File: src/rtl/fpet_defs.svh
// Timing constants for the flash program and erase timer
`ifndef FPET_DEFS_SVH
`define FPET_DEFS_SVH
`define FPET_WORD_TICKS 14'd30
`define FPET_BLK_FIRST_TICKS 14'd25
`define FPET_BLK_NEXT_TICKS 14'd18
`define FPET_BLK_END_TICKS 14'd6
`define FPET_MASS_TICKS 14'd10593
`define FPET_SEG_TICKS 14'd4819
`define FPET_BLK_MAX 7'd64
`define FPET_DIV_W 6
`endif

File: src/rtl/fpet_pkg.sv
// Types for the flash program and erase timer
package fpet_pkg;
  typedef enum logic [2:0] {
    FPET_IDLE = 3'b000,
    FPET_WORD = 3'b001,
    FPET_BLK_FIRST = 3'b010,
    FPET_BLK_NEXT = 3'b011,
    FPET_BLK_END = 3'b100,
    FPET_MASS = 3'b101,
    FPET_SEG = 3'b110
  } fpet_state_t;
  typedef enum logic [2:0] {
    FPET_OP_NONE = 3'b000,
    FPET_OP_WORD = 3'b001,
    FPET_OP_BLOCK = 3'b010,
    FPET_OP_SEG = 3'b011,
    FPET_OP_MASS = 3'b100
  } fpet_op_t;
endpackage

File: src/rtl/fpet_tick_if.sv
// Tick link between the timing generator divider and the sequencer
`timescale 1ns/1ps
interface fpet_tick_if;
  logic tick;
  modport src (output tick);
  modport dst (input tick);
endinterface
File: src/rtl/fpet_divider.sv
// Timing generator clock divider with source select
`timescale 1ns/1ps
`include "fpet_defs.svh"
module fpet_divider #(
  parameter int DIV_W = `FPET_DIV_W
) (
  input wire logic clk,
  input wire logic nrst,
  input wire logic [1:0] src_en,
  input wire logic src_sel,
  input wire logic [DIV_W-1:0] div_val,
  fpet_tick_if.src tk
);
  logic [DIV_W-1:0] cnt;
  logic [DIV_W-1:0] next_cnt;
  logic src_pulse;
  logic pulse;
  logic next_pulse;

  // ****************************************
  // Source select and divide
  // ****************************************
  assign src_pulse = src_en[src_sel];
  always_comb begin
    next_cnt = cnt;
    next_pulse = 1'b0;
    if (src_pulse) begin
      if (cnt >= div_val) begin
        next_cnt = '0;
        next_pulse = 1'b1;
      end else begin
        next_cnt = cnt + 1'b1;
      end
    end
  end
  always_ff @(posedge clk or negedge nrst) begin
    if (!nrst) begin
      cnt <= '0;
      pulse <= 1'b0;
    end else begin
      cnt <= next_cnt;
      pulse <= next_pulse;
    end
  end
  assign tk.tick = pulse;
endmodule

File: src/rtl/fpet_seq.sv
// Flash program and erase timing sequencer top
// Function
// - A single word or byte write holds program state for 30 timing generator periods.
// - In block write the first byte or word takes 25 timing generator periods.
// - Each further block byte or word, up to 63 more, takes 18 periods.
// - A block write ends with a closing wait of 6 periods before completion.
// - Durations are fixed; mass erase takes 10593 periods and segment erase 4819.
`timescale 1ns/1ps
`include "fpet_defs.svh"
module fpet_seq #(
  parameter int DIV_W = `FPET_DIV_W
) (
  input wire logic clk,
  input wire logic nrst,
  input wire logic [1:0] src_en,
  input wire logic src_sel,
  input wire logic [DIV_W-1:0] div_val,
  input wire logic req,
  input wire logic [2:0] op,
  input wire logic more,
  output logic busy,
  output logic prog,
  output logic erase,
  output logic mass,
  output logic data_take,
  output logic done
);
  fpet_tick_if tk ();
  fpet_pkg::fpet_state_t state;
  fpet_pkg::fpet_state_t next_state;
  logic [13:0] cnt;
  logic [13:0] next_cnt;
  logic [6:0] nbytes;
  logic [6:0] next_nbytes;
  logic next_take;
  logic next_done;

  fpet_divider #(.DIV_W(DIV_W)) u_div (
    .clk(clk),
    .nrst(nrst),
    .src_en(src_en),
    .src_sel(src_sel),
    .div_val(div_val),
    .tk(tk)
  );

  // ****************************************
  // Sequencer
  // ****************************************
  always_comb begin
    next_state = state;
    next_cnt = cnt;
    next_nbytes = nbytes;
    next_take = 1'b0;
    next_done = 1'b0;
    case (state)
      fpet_pkg::FPET_IDLE: begin
        next_nbytes = 7'd0;
        if (req) begin
          next_cnt = 14'd0;
          case (fpet_pkg::fpet_op_t'(op))
            fpet_pkg::FPET_OP_WORD: next_state = fpet_pkg::FPET_WORD;
            fpet_pkg::FPET_OP_BLOCK: next_state = fpet_pkg::FPET_BLK_FIRST;
            fpet_pkg::FPET_OP_SEG: next_state = fpet_pkg::FPET_SEG;
            fpet_pkg::FPET_OP_MASS: next_state = fpet_pkg::FPET_MASS;
            default: next_state = fpet_pkg::FPET_IDLE;
          endcase
        end
      end
      default: begin
        if (tk.tick) begin
          next_cnt = cnt + 14'd1;
          case (state)
            fpet_pkg::FPET_WORD: begin
              if (next_cnt == `FPET_WORD_TICKS) begin
                next_state = fpet_pkg::FPET_IDLE;
                next_done = 1'b1;
              end
            end
            fpet_pkg::FPET_BLK_FIRST, fpet_pkg::FPET_BLK_NEXT: begin
              if (next_cnt == ((state == fpet_pkg::FPET_BLK_FIRST) ?
                  `FPET_BLK_FIRST_TICKS : `FPET_BLK_NEXT_TICKS)) begin
                next_cnt = 14'd0;
                next_take = 1'b1;
                next_nbytes = nbytes + 7'd1;
                if (more && next_nbytes < `FPET_BLK_MAX) begin
                  next_state = fpet_pkg::FPET_BLK_NEXT;
                end else begin
                  next_state = fpet_pkg::FPET_BLK_END;
                end
              end
            end
            fpet_pkg::FPET_BLK_END: begin
              if (next_cnt == `FPET_BLK_END_TICKS) begin
                next_state = fpet_pkg::FPET_IDLE;
                next_done = 1'b1;
              end
            end
            fpet_pkg::FPET_MASS: begin
              if (next_cnt == `FPET_MASS_TICKS) begin
                next_state = fpet_pkg::FPET_IDLE;
                next_done = 1'b1;
              end
            end
            fpet_pkg::FPET_SEG: begin
              if (next_cnt == `FPET_SEG_TICKS) begin
                next_state = fpet_pkg::FPET_IDLE;
                next_done = 1'b1;
              end
            end
            default: next_state = fpet_pkg::FPET_IDLE;
          endcase
        end
      end
    endcase
  end

  always_ff @(posedge clk or negedge nrst) begin
    if (!nrst) begin
      state <= fpet_pkg::FPET_IDLE;
      cnt <= 14'd0;
      nbytes <= 7'd0;
      data_take <= 1'b0;
      done <= 1'b0;
    end else begin
      state <= next_state;
      cnt <= next_cnt;
      nbytes <= next_nbytes;
      data_take <= next_take;
      done <= next_done;
    end
  end

  // ****************************************
  // Array controls
  // ****************************************
  assign busy = (state != fpet_pkg::FPET_IDLE);
  assign prog = (state == fpet_pkg::FPET_WORD) || (state == fpet_pkg::FPET_BLK_FIRST) ||
                (state == fpet_pkg::FPET_BLK_NEXT);
  assign erase = (state == fpet_pkg::FPET_MASS) || (state == fpet_pkg::FPET_SEG);
  assign mass = (state == fpet_pkg::FPET_MASS);
endmodule

File: config.mk
export PLATFORM = sky130hd
export DESIGN_NAME = fpet_seq
export DESIGN_NICKNAME = d
export VERILOG_FILES = /design/src/rtl/fpet_pkg.sv /design/src/rtl/fpet_tick_if.sv /design/src/rtl/fpet_divider.sv /design/src/rtl/fpet_seq.sv
export VERILOG_INCLUDE_DIRS = /design/src /design/src/rtl
export SDC_FILE = /design/constraint.sdc
export NUM_CORES = 1
export LEC_CHECK = 0
export ABC_AREA = 0
export ABC_CLOCK_PERIOD_IN_PS = 3200
export BUFFER_PORTS_ARGS = -buffer_cell sky130_fd_sc_hd__buf_2
export CAP_MARGIN = 40
export CORE_MARGIN = 2
export CORE_UTILIZATION = 54
export DETAILED_ROUTE_END_ITERATION = 12
export PLACE_DENSITY = 0.81
export SLEW_MARGIN = 40
export SYNTH_ARGS = -nofsm -noshare
export SYNTH_HDL_FRONTEND = slang
export SYNTH_SLANG_ARGS = --single-unit
File: constraint.sdc
create_clock -name clk -period 3.2 [get_ports clk]
set_input_delay 0.32 -clock clk [delete_from_list [all_inputs] [get_ports clk]]
set_output_delay 0.32 -clock clk [all_outputs]
set_load 0.01 [all_outputs]
=== Word-level counts from Yosys, hierarchy flattened ===
Index checks and enable logic that the tools add are counted.

* Memories: 0
* Bits in registers: 33
* Bits in latches: 0
* Logic and storage cells: 84
* ROM bits: 0
* Output and inout port bits: 6
* Input bits: 16
* Bits in writable memories: 0

* Multipliers: 0
* Shift-type cells: 0
* Bitwise operators: 0
* Mux-type cells: 37
* $lt $le $gt $ge: 3
* Eq/ne operators: 21
* Add/subtract/negate cells: 3
* Reduce and logical (&&, ||, !) cells: 13
* Div/mod/pow operators: 0

{| class="wikitable"
|+ Operators with widths
! cell !! count
|-
| $mux 14 || 5
|-
| $mux 7 || 4
|-
| $mux 3 || 9
|-
| $pmux 3 s5 || 1
|-
| $add 14x1->14 const B || 1
|-
| $eq 14x13->1 const B || 1
|-
| $eq 14x14->1 const B || 1
|-
| $eq 14x3->1 const B || 1
|-
| $eq 14x5->1 || 1
|-
| $eq 14x5->1 const B || 1
|-
| $mux 1 || 14
|-
| $eq 3x2->1 const B || 4
|-
| $eq 3x3->1 const B || 4
|-
| $pmux 3 s4 || 1
|-
| $add 7x1->7 const B || 1
|-
| $lt 7x7->1 const B || 1
|-
| $reduce_and 7->1 || 1
|-
| $add 6x1->6 const B || 1
|-
| $eq 3x1->1 const B || 2
|-
| $ge 6x6->1 || 1
|-
| $mux 6 || 1
|-
| $ne 3x2->1 const B || 2
|-
| $ne 3x3->1 const B || 2
|-
| $reduce_bool 2->1 || 3
|-
| 12 further kinds || 14
|}

=== Logic depth before layout (Yosys ltp) ===
Gate-level depths: netlist of run 1.

* Depth in word-level cells: 8
* Gate-level depth with buffers: 12
* Depth with buffers taken out: 10

=== By module ===
From an unflattened synthesis of run 1, not the netlist that was laid out.

* Cell total of the unflattened synthesis: 311
* Area total of the unflattened synthesis: 2613.8 µm²

{| class="wikitable"
|+ Modules (own cells, without submodules)
! module !! times used !! sequential area each (µm²) !! area an instance (µm²) !! cells each
|-
| fpet_seq || 1 || 650.6 || 2029.4 || 251
|-
| fpet_divider || 1 || 175.2 || 584.3 || 60
|}

=== Worst setup path before layout of run 1 ===
No wires, ideal clock.

* Path kind: register to register
* Start point: reg cnt[0]
* End point: reg nbytes[5]
* Buffers on the path: 2
* Path slack: 0.339 ns
* Arrival: 2.784 ns
* Clock period less this slack: 2.861 ns
* Required time: 3.122 ns
* Library setup time: 0.078 ns
* Cell stages (with the launch flop): 12
* Path through: dfrtp_1 ha_1 buf_2 and2_1 buf_4 nand4_1 xor2_1 o21ai_2 nor4_4 nand2_4 or4_1 a21oi_1

* Cells in the longest elaborated chain, start to end: 4

{| class="wikitable"
|+ Ends and longest elaborated chain
! what !! line !! source
|-
| start: declaration || fpet_seq.sv:31 || <nowiki>logic [13:0] cnt;</nowiki>
|-
| start signal: assignment || fpet_seq.sv:127 || <nowiki>cnt <= next_cnt;</nowiki>
|-
| $add 14x1->14 || fpet_seq.sv:72 || <nowiki>next_cnt = cnt + 14'd1;</nowiki>
|-
| $eq 14x5->1 || fpet_seq.sv:81 || <nowiki>if (next_cnt == ((state == fpet_pkg::FPET_BLK_FIRST) ?</nowiki>
|-
| $reduce_bool 2->1 (no line) || - ||
|-
| $reduce_and 3->1 (no line) || - ||
|-
| end signal: assignment || fpet_seq.sv:128 || <nowiki>nbytes <= next_nbytes;</nowiki>
|-
| end: declaration || fpet_seq.sv:33 || <nowiki>logic [6:0] nbytes;</nowiki>
|}

Every way passes these cells.
A chain may end at the register's enable or synchronous reset.

=== Worst setup path after layout of run 1 ===
Ends and elaborated chain as after synthesis.

==> results of run 1 <==
## worst max-delay path, stage by stage, from the launching register on
cell,delay (ns)
dfrtp_1,0.49
ha_2,0.32
and2_1,0.24
nand4_1,0.13
xor2_1,0.29
o21ai_2,0.17
nor4_4,0.46
nand2_4,0.12
or4_1,0.52
a21oi_1,0.15
## per-layer routing
| layer | vias up | share of wire | wire length (um) | track usage |
|---|---|---|---|---|
| met3 | 7 | 0.046 | 253 | 0.0500 |
| met1 | 1080 | 0.48 | 2660 | 0.337 |
| met4 | 0 | 0.014 | 75 | 0.0658 |
| met5 | - | 0 | 0 | 0 |
| li1 | 1142 | - | - | - |
| met2 | 45 | 0.46 | 2490 | 0.336 |
## layout make-up
class	count	area (sq um)
clock buffer	5	68.8
clock inverter	3	46.3
fill	383	1670
inverter	17	63.8
multi-input combinational	243	1550
sequential	33	826
tap	52	65.1
timing repair buffer	27	155
## layout by cell type, fill, tap and decap left out, drive strengths merged, types with 2 or more instances in the layout
cell type / n
a31oi: 5
or4: 2
o211ai: 2
a211oi: 2
nor3: 14
xor2: 5
nor4: 4
o22ai: 2
or2: 4
o31ai: 6
a21o: 5
xnor2: 10
inv: 17
a21oi: 11
nand2b: 2
or3: 5
clkbuf: 5
nor2b: 5
ha: 12
nand3b: 2
and2: 4
nand2: 36
nor3b: 2
dfrtp: 33
a22o: 5
and3: 7
mux2: 2
nor2: 19
nand4: 6
and4: 2
o21ai: 30
nand3: 22
buf: 26
mux2i: 5
## power by group
part           switching, W  internal, W
Combinational      0.000258     0.000202
Sequential         0.000119     0.000485
Clock              0.000172     0.000233
## flip-flops by register name, indices dropped and copies added (netlist names)
name,count
cnt,14
data_take,1
done,1
nbytes,7
state,3
u_div.cnt,6
u_div.tk.tick,1
## per-stage QoR
| stage | hold slack, ns | setup WS, ns |
|---|---|---|
| final | 0.370 | 0.222 |
| after global routing | 0.362 | 0.0518 |
| after CTS | 0.104 | 0.158 |
| after detailed placement | 0.430 | 0.173 |
| after global placement | 0.419 | 0.311 |
| after floorplan | 0.0244 | 0.339 |
## kinds of logic after synthesis
| family | after synthesis |
|---|---|
| simple gates | 136 |
| compound gates | 73 |
| buf+inv | 35 |
| flops | 33 |
| xor+xnor | 15 |
| fa+ha+maj | 12 |
| mux | 7 |
## repair_timing
item | CTS | global route
gates resized for setup | 0 | 2
hold endpoints to repair | 0 | 12
setup endpoints to repair | 0 | 2
hold buffers | 0 | 1
## worst min-delay path by stage
stage	from	end	cells past startpoint
5_1_grt	op[1]	state[1]	3
3_3_place_gp	nrst	cnt[3]	1
4_1_cts	nrst	cnt[3]	1
3_5_place_dp	nrst	cnt[3]	1
6_report	op[1]	state[1]	3
2_1_floorplan	nrst	cnt[0]	0
==> impl_metrics.ini, run 1 <==
[status]
status = completed

[pwr]
power.total_w = 0.00147
peakVddDrop_uv = 315
p_per_area_nw_per_um2 = 529
p_leak_nw = 1.27

[floorplanning]
ios = 22
core_sq_um = 4440
fp.dieW_um = 72.4
std_cell_rows = 24
start_util = 0.568
fp.dieH_um = 72.4
die-area_sq_um = 5240

[worst_setup_path]
critPathCapture = nbytes[5]
worstSetupEndpointType = flip-flop
path_class = reg2reg
r2r-start = cnt[0]
rr_endpoint = nbytes[5]
reg2reg_depth = 9
crit_required_ns = 3.43
critPathMaxFanout = 9
startpoint_type = flip-flop
cp.arrival_ns = 3.20
reg2reg_setup_slack_ns = 0.22
critPathLaunch = cnt[0]

[timing]
finalSetupTns_ns = 0
rsz0062_at_grt = false
fin_crit_sh = 0.930
final_max_slew_viol_count = 0
hold_violations = 0
max_freq_mhz = 336
fin_crit_ns = 2.98
relSlewSlack = 0.636
worst_slew_pin_slew_ns = 0.546
finalSetupViolCount = 0
skew_ns = 0.00597

[clock_network]
cts_tree = built
cts_made_buffers = 5
insertion_delay_ns = 0.30
clock_sinks = 33
clkSlewWorstSetupHoldPaths_ns = 0.07
cts-root-buf = clkbuf_8
post_cts_buffers = 0
cts_max_level = 2
cts.path.max_buffers = 2

[yosys]
synth_xor_xnor_area_share = 0.0520
synth-adder-area-share = 0.0594
synth_top_area_cell = dfrtp_1
synth-edff-count = 0
synth-simple-area-share = 0.290
synth_fp_nets = 339
synth.most_common_cell = nand2_1
synth_warnings = 0
synth_top_family_by_area = simple AND/OR/NAND/NOR gates
yosys_register_bits = 33
syn_inst = 311
yosysSeqAreaShare = 0.327
yosys-top-cells-area = dfrtp_1 33%, ha_1 5.9%, o21ai_0 5.7%, nand2_1 5.2%, nand3_1 4.0%
ys_top_cells_by_count = 35 x nand2_1, 33 x dfrtp_1, 29 x o21ai_0
synth_area_sq_um = 2530
syn_avg_cell_area_sq_um = 8.12
ys_types = 50
muxShareOfSynthArea = 0.0287
synth-compound-area-share = 0.180
yosys.area.top_type_share = 0.327
ys.flop_type = dfrtp_1
synthArstFlopShare = 1.00

[place]
place_congestion = 0.951
hpwl_um = 3970
io_buffers = 21
dp.cells = 371
placed_area_sq_um = 2640

[detailed_routing]
detail-route-antenna-nets = 0
wl_um = 5480
route.detailed.drc = 0
drt-pass1-iter-count = 4
route.vias.total = 2274
vias_per_cell = 5.98
drt_first_iter_violations = 229
drt-wirelength-per-cell_um = 14.4

[cells_and_area]
final_util = 0.625
area_growth_pct = 9.96
finalNonFillerCells = 380
nets = 355
drive_gt1_frac = 0.155
final_area_sq_um = 2780
antenna_cells = 0

[grt]
grt_pass1_vias = 1969
antenna_found_initial = 0
gr-total-overflow = 0
grt_max_degree = 34
grt_pass1_wl_um = 9250
grtUsageTotal = 0.228

[hold_path]
hold_class = in2reg

[run]
cap_viol_max_count = 0
Power figures use the tool's default switching activity.
==> run 2: changes to the inputs <==
--- a/config.mk
+++ b/config.mk
@@ -11,10 +11,10 @@
 export BUFFER_PORTS_ARGS = -buffer_cell sky130_fd_sc_hd__buf_2
 export CAP_MARGIN = 40
 export CORE_MARGIN = 2
-export CORE_UTILIZATION = 54
+export CORE_UTILIZATION = 60
 export DETAILED_ROUTE_END_ITERATION = 12
-export PLACE_DENSITY = 0.81
-export SLEW_MARGIN = 40
+export PLACE_DENSITY = 0.88
+export SLEW_MARGIN = 15
 export SYNTH_ARGS = -nofsm -noshare
 export SYNTH_HDL_FRONTEND = slang
 export SYNTH_SLANG_ARGS = --single-unit
==> run 2 against run 1 <==
Effect of this change:
- clock skew up 0.0075 ns
- hold slack worse by 0.28 ns
- die area down 9.5%
- register-to-register slack better by 0.03 ns
- largest power group unchanged
- highest routed layer unchanged
- critical endpoint is now state[0]
==> impl_metrics.ini, run 2 (synthesis results as in run 1) <==
[worst_setup_path]
slowest_stage = or4_1
startpoint_type = flip-flop
path_delay_family = simple AND/OR/NAND/NOR gates
slowest_delay_ns = 0.54
cp_num_cells = 9
path_class = reg2reg
critPathLaunch = cnt[1]
critPathCapture = state[0]
reg2reg_setup_slack_ns = 0.25
r2r-start = cnt[1]
crit_required_ns = 3.42
cp.arrival_ns = 3.17
path_buf_inv = 0
rr_endpoint = state[0]
path_cells = ha_2, nand2_1, or2_4, o31ai_2, nand3_2, nor4_2, o21bai_1, or4_1, o211ai_1
worstSetupEndpointType = flip-flop
reg2reg_depth = 9
critPathMaxFanout = 9

[pwr]
peakVddDrop_uv = 403
p_per_area_nw_per_um2 = 565
p_leak_nw = 1.29

[floorplanning]
start_util = 0.627
die-area_sq_um = 4750
fp.dieH_um = 68.9
core_sq_um = 4030
fp.dieW_um = 68.9
ios = 22
std_cell_rows = 23

[grt]
grtUsageTotal = 0.266
gr-total-overflow = 0
antenna_found_initial = 0
grt_pass1_vias = 2002
grt_max_degree = 34
grt_pass1_wl_um = 9220

[detailed_routing]
route.vias.total = 2345
drt-wirelength-per-cell_um = 15.7
detail-route-antenna-nets = 0
drt_first_iter_violations = 256
drt-pass1-iter-count = 5
wl_um = 5940
route.detailed.drc = 0
vias_per_cell = 6.19

[timing]
hold_violations = 0
skew_ns = 0.0135
fin_crit_sh = 0.922
finalSetupTns_ns = 0
final_max_slew_viol_count = 0
worst_slew_pin_slew_ns = 0.765
rsz0062_at_grt = false
fin_crit_ns = 2.95
relSlewSlack = 0.490
finalSetupViolCount = 0
max_freq_mhz = 339

[cells_and_area]
drive_gt1_frac = 0.161
largest_reg_flops = 14
reg.largest.list = cnt (14), nbytes (7), u_div.cnt (6)
mostFrequentLayoutCells = 35 x nand2_1, 33 x dfrtp_1, 29 x o21ai_0
final_util = 0.694
area_growth_pct = 10.6
mostFrequentLayoutCell = nand2_1
antenna_cells = 0
top_register = cnt
nets = 356

[clock_network]
insertion_delay_ns = 0.30
cts.path.max_buffers = 2
cts_max_level = 2
cts_hold_buf = 0
cts_tree = built
cts_made_buffers = 5
cts-root-buf = clkbuf_8
clock_sinks = 33
clkSlewWorstSetupHoldPaths_ns = 0.08

[hold_path]
hold_class = in2async

[place]
io_buffers = 21
hpwl_um = 4160
place_congestion = 0.950

[run]
cap_viol_max_count = 0

[status]
status = completed
[run 2: cell count changes in the layout (fill, tap and decap cells not counted), sizes merged]
cell,delta
buf,+2
bufinv,+1
clkinvlp,-1
dlygate4sd3,-1
[run 2: how the worst min path moves through the flow]
| stage | start | to | slack (ns) | depth (start not counted) |
|---|---|---|---|---|
| after global placement | nrst | cnt[3] | 0.42 | 1 |
| after global routing | nrst | state[1] | 0.16 | 1 |
| after CTS | nrst | cnt[1] | 0.11 | 1 |
| final | nrst | cnt[1] | 0.09 | 1 |
| after floorplan | nrst | cnt[0] | 0.02 | 0 |
| after detailed placement | nrst | cnt[4] | 0.43 | 1 |
[run 2: per-stage QoR]
stage          hold slack (ns)  worst slack, ns  cells  power [W]  instance area (sq um)
6_report                0.0896            0.249    379    0.00158                   2800
5_1_grt                  0.155           0.0396    379    0.00167                   2800
4_1_cts                  0.112            0.109    377    0.00156                   2770
3_5_place_dp             0.426            0.190    369    0.00108                   2640
3_3_place_gp             0.417            0.313    369    0.00105                   2640
2_1_floorplan           0.0244            0.339    311   0.000960                   2530
[run 2: layout make-up]
type	count	area (sq um)
Timing Repair Buffer	28	158
Sequential cell	33	826
Tap cell	50	62.6
Fill cell	316	1230
Multi-Input combinational cell	243	1550
Inverter	17	63.8
Clock buffer	5	68.8
Clock inverter	3	65.1
[run 2: what timing repair did]
item / 4_1_cts / 5_1_grt
setup endpoints to repair: 0 / 2
buffers inserted: 0 / 1
gates resized for setup: 0 / 3
[run 2: metal layers]
metal,vias up,GRT usage,share of wire,wire length [um]
met2,90,0.442,0.47,2800
met1,1105,0.336,0.45,2700
met5,-,0,0,0
met4,0,0.0833,0.014,81
li1,1144,-,-,-
met3,6,0.0747,0.060,359
[run 2: report_power, final]
part | internal (W) | switching, W | leakage [nW]
clock network | 0.000310 | 0.000175 | 0.0681
logic | 0.000214 | 0.000287 | 0.783
registers | 0.000485 | 0.000108 | 0.436
==> run 3: changes to the inputs <==
--- a/config.mk
+++ b/config.mk
@@ -14,7 +14,9 @@
 export CORE_UTILIZATION = 60
 export DETAILED_ROUTE_END_ITERATION = 12
 export PLACE_DENSITY = 0.88
+export SKIP_CTS_REPAIR_TIMING = 1
 export SLEW_MARGIN = 15
 export SYNTH_ARGS = -nofsm -noshare
 export SYNTH_HDL_FRONTEND = slang
+export SYNTH_HIERARCHICAL = 1
 export SYNTH_SLANG_ARGS = --single-unit
==> run 3 against run 2 <==
Effect of this change:
- setup slack lost 0.052 ns
- critical path depth is the same
- die area grew 3.3%
- synthesized area grew 3.5%
- cell area grew 4.5%
- routed wire length grew 1.6%
==> impl_metrics.ini, run 3 <==
[yosys]
ys_top_cells_by_count = 35 x nand2_1, 33 x dfrtp_1, 26 x nor2_1
synth.most_common_cell = nand2_1
yosys_register_bits = 33
ys.flop_type = dfrtp_1
synth_fp_nets = 339
yosysSeqAreaShare = 0.316
syn_avg_cell_area_sq_um = 8.40
yosys-top-cells-area = dfrtp_1 32%, ha_1 5.7%, nand2_1 5.0%, nor2_1 3.7%, xnor2_1 3.7%
synth_top_area_cell = dfrtp_1
synth_area_sq_um = 2610
synth_warnings = 6
ys_types = 64
synth-edff-count = 0
yosys.area.top_type_share = 0.316
syn_inst = 311
synthArstFlopShare = 1.00

[cells_and_area]
final_area_sq_um = 2920
antenna_cells = 0
drive_gt1_frac = 0.202
largest_reg_flops = 14
mostFrequentLayoutCell = nand2_1
nets = 364
area_growth_pct = 11.7
mostFrequentLayoutCells = 35 x nand2_1, 31 x dfrtp_1, 26 x nor2_1
reg.largest.list = cnt (14), nbytes (7), u_div/cnt (6)
final_util = 0.685
top_register = cnt

[floorplanning]
die-area_sq_um = 4900
std_cell_rows = 24
start_util = 0.613
fp.dieW_um = 70
fp.dieH_um = 70
ios = 22
core_sq_um = 4260

[detailed_routing]
drt-pass1-iter-count = 5
vias_per_cell = 6.25
wl_um = 6040
detail-route-antenna-nets = 0
drt_first_iter_violations = 236
route.vias.total = 2430
drt-wirelength-per-cell_um = 15.5
route.detailed.drc = 0

[pwr]
p_leak_nw = 1.26
p_switching_w = 0.000791
pwr-share-seq = 0.351
p_int_w = 0.00111
switching_share = 0.416
p_per_area_nw_per_um2 = 651
p_comb_frac = 0.433
pwr-share-clk = 0.215
peakVddDrop_uv = 433

[worst_setup_path]
worstSetupEndpointType = flip-flop
reg2reg_setup_slack_ns = 0.20
cp.arrival_ns = 3.18
crit_required_ns = 3.38
path_cells = nand4_2, buf_4, nor2_1, nand2_1, a2111o_1, nor4_2, nor2b_1, or4_4, mux2_4
path_class = reg2reg
startpoint_type = flip-flop
critPathMaxFanout = 8
slowest_stage = or4_4
slowest_delay_ns = 0.58

[hold_path]
hold_class = in2async

[clock_network]
cts-root-buf = clkbuf_8
cts.path.max_buffers = 2
cts_tree = built
clock_sinks = 33
insertion_delay_ns = 0.29
cts_max_level = 2
cts_made_buffers = 5
clkSlewWorstSetupHoldPaths_ns = 0.07

[place]
hpwl_um = 4510
placed_area_sq_um = 2800
place_ws_ns = 0.154
place_congestion = 1.05
io_buffers = 21

[timing]
hold_violations = 0
skew_ns = 0.00760
finalSetupViolCount = 0
fin_ws_ns = 0.196
finalSetupTns_ns = 0
fin_crit_sh = 0.939
final_max_slew_viol_count = 0
fin_crit_ns = 3.00
relSlewSlack = 0.440
max_freq_mhz = 333
rsz0062_at_grt = false
worst_slew_pin_slew_ns = 0.834

[grt]
grt_pass1_vias = 2263
gr-total-overflow = 0
grt_pass1_wl_um = 10400
antenna_found_initial = 0
grt_max_degree = 34
grtUsageTotal = 0.263

[status]
status = completed

[run]
cap_viol_max_count = 0
==> run 3: cells by family after synthesis <==
| group | count (synthesis) | share of synthesized area |
|---|---|---|
| adder cells (fa/ha/maj) | 12 | 0.0574 |
| multiplexers | 6 | 0.0287 |
| buffers and inverters | 37 | 0.0632 |
| XOR/XNOR | 19 | 0.0637 |
| AND/OR/NAND/NOR | 127 | 0.271 |
| flip-flops | 33 | 0.316 |
| AO/OA/AOI/OAI | 77 | 0.200 |
==> run 3: final timing paths <==
check | from | to | depth (start not counted)
max | cnt[5] | state[0] | 9
min | nrst | cnt[10] | 1
max reg2reg | cnt[5] | state[0] | 9
min reg2reg | nbytes[5] | nbytes[5] | 2
max in group asynchronous | nrst | cnt[2] | 1
min in group clk | op[1] | state[1] | 3
==> run 3: critical path, delay by kind of cell, from the launching register on <==
family	cells	cell delay (ns)
AND/OR/NAND/NOR	6	1.45
flip-flops	1	0.47
AO/OA/AOI/OAI	1	0.44
multiplexers	1	0.32
buffers and inverters	1	0.22
==> run 3: cell type report <==
cell class                      instances  area, sq um
Timing Repair Buffer                   35          210
Inverter                               20         75.1
Tap cell                               52         65.1
Sequential cell                        33          828
Fill cell                             345         1340
Clock buffer                            7         86.3
Multi-Input combinational cell        241         1630
Clock inverter                          1         30.0
==> run 3: layer usage <==
layer,track usage,wire [um],part of all wire
met3,0.0491,404,0.067
met1,0.359,2660,0.44
met5,0,0,0
met2,0.423,2850,0.47
met4,0.0876,119,0.020
==> run 3: power groups by stage <==
stage	clock network (W)	logic [W]	registers, W
floorplan	0	0.000640	0.000610
global placement	0	0.000789	0.000665
detailed placement	0	0.000809	0.000671
CTS	0.000416	0.000813	0.000664
global route	0.000433	0.000911	0.000687
finish	0.000409	0.000824	0.000668
==> run 3: metrics by stage <==
step | hold WS [ns] | power, W | std cells
2_1_floorplan | 0.0244 | 0.00125 | 311
3_3_place_gp | 0.410 | 0.00145 | 381
3_5_place_dp | 0.415 | 0.00148 | 381
4_1_cts | 0.106 | 0.00189 | 389
5_1_grt | 0.148 | 0.00203 | 389
6_report | 0.0764 | 0.00190 | 389
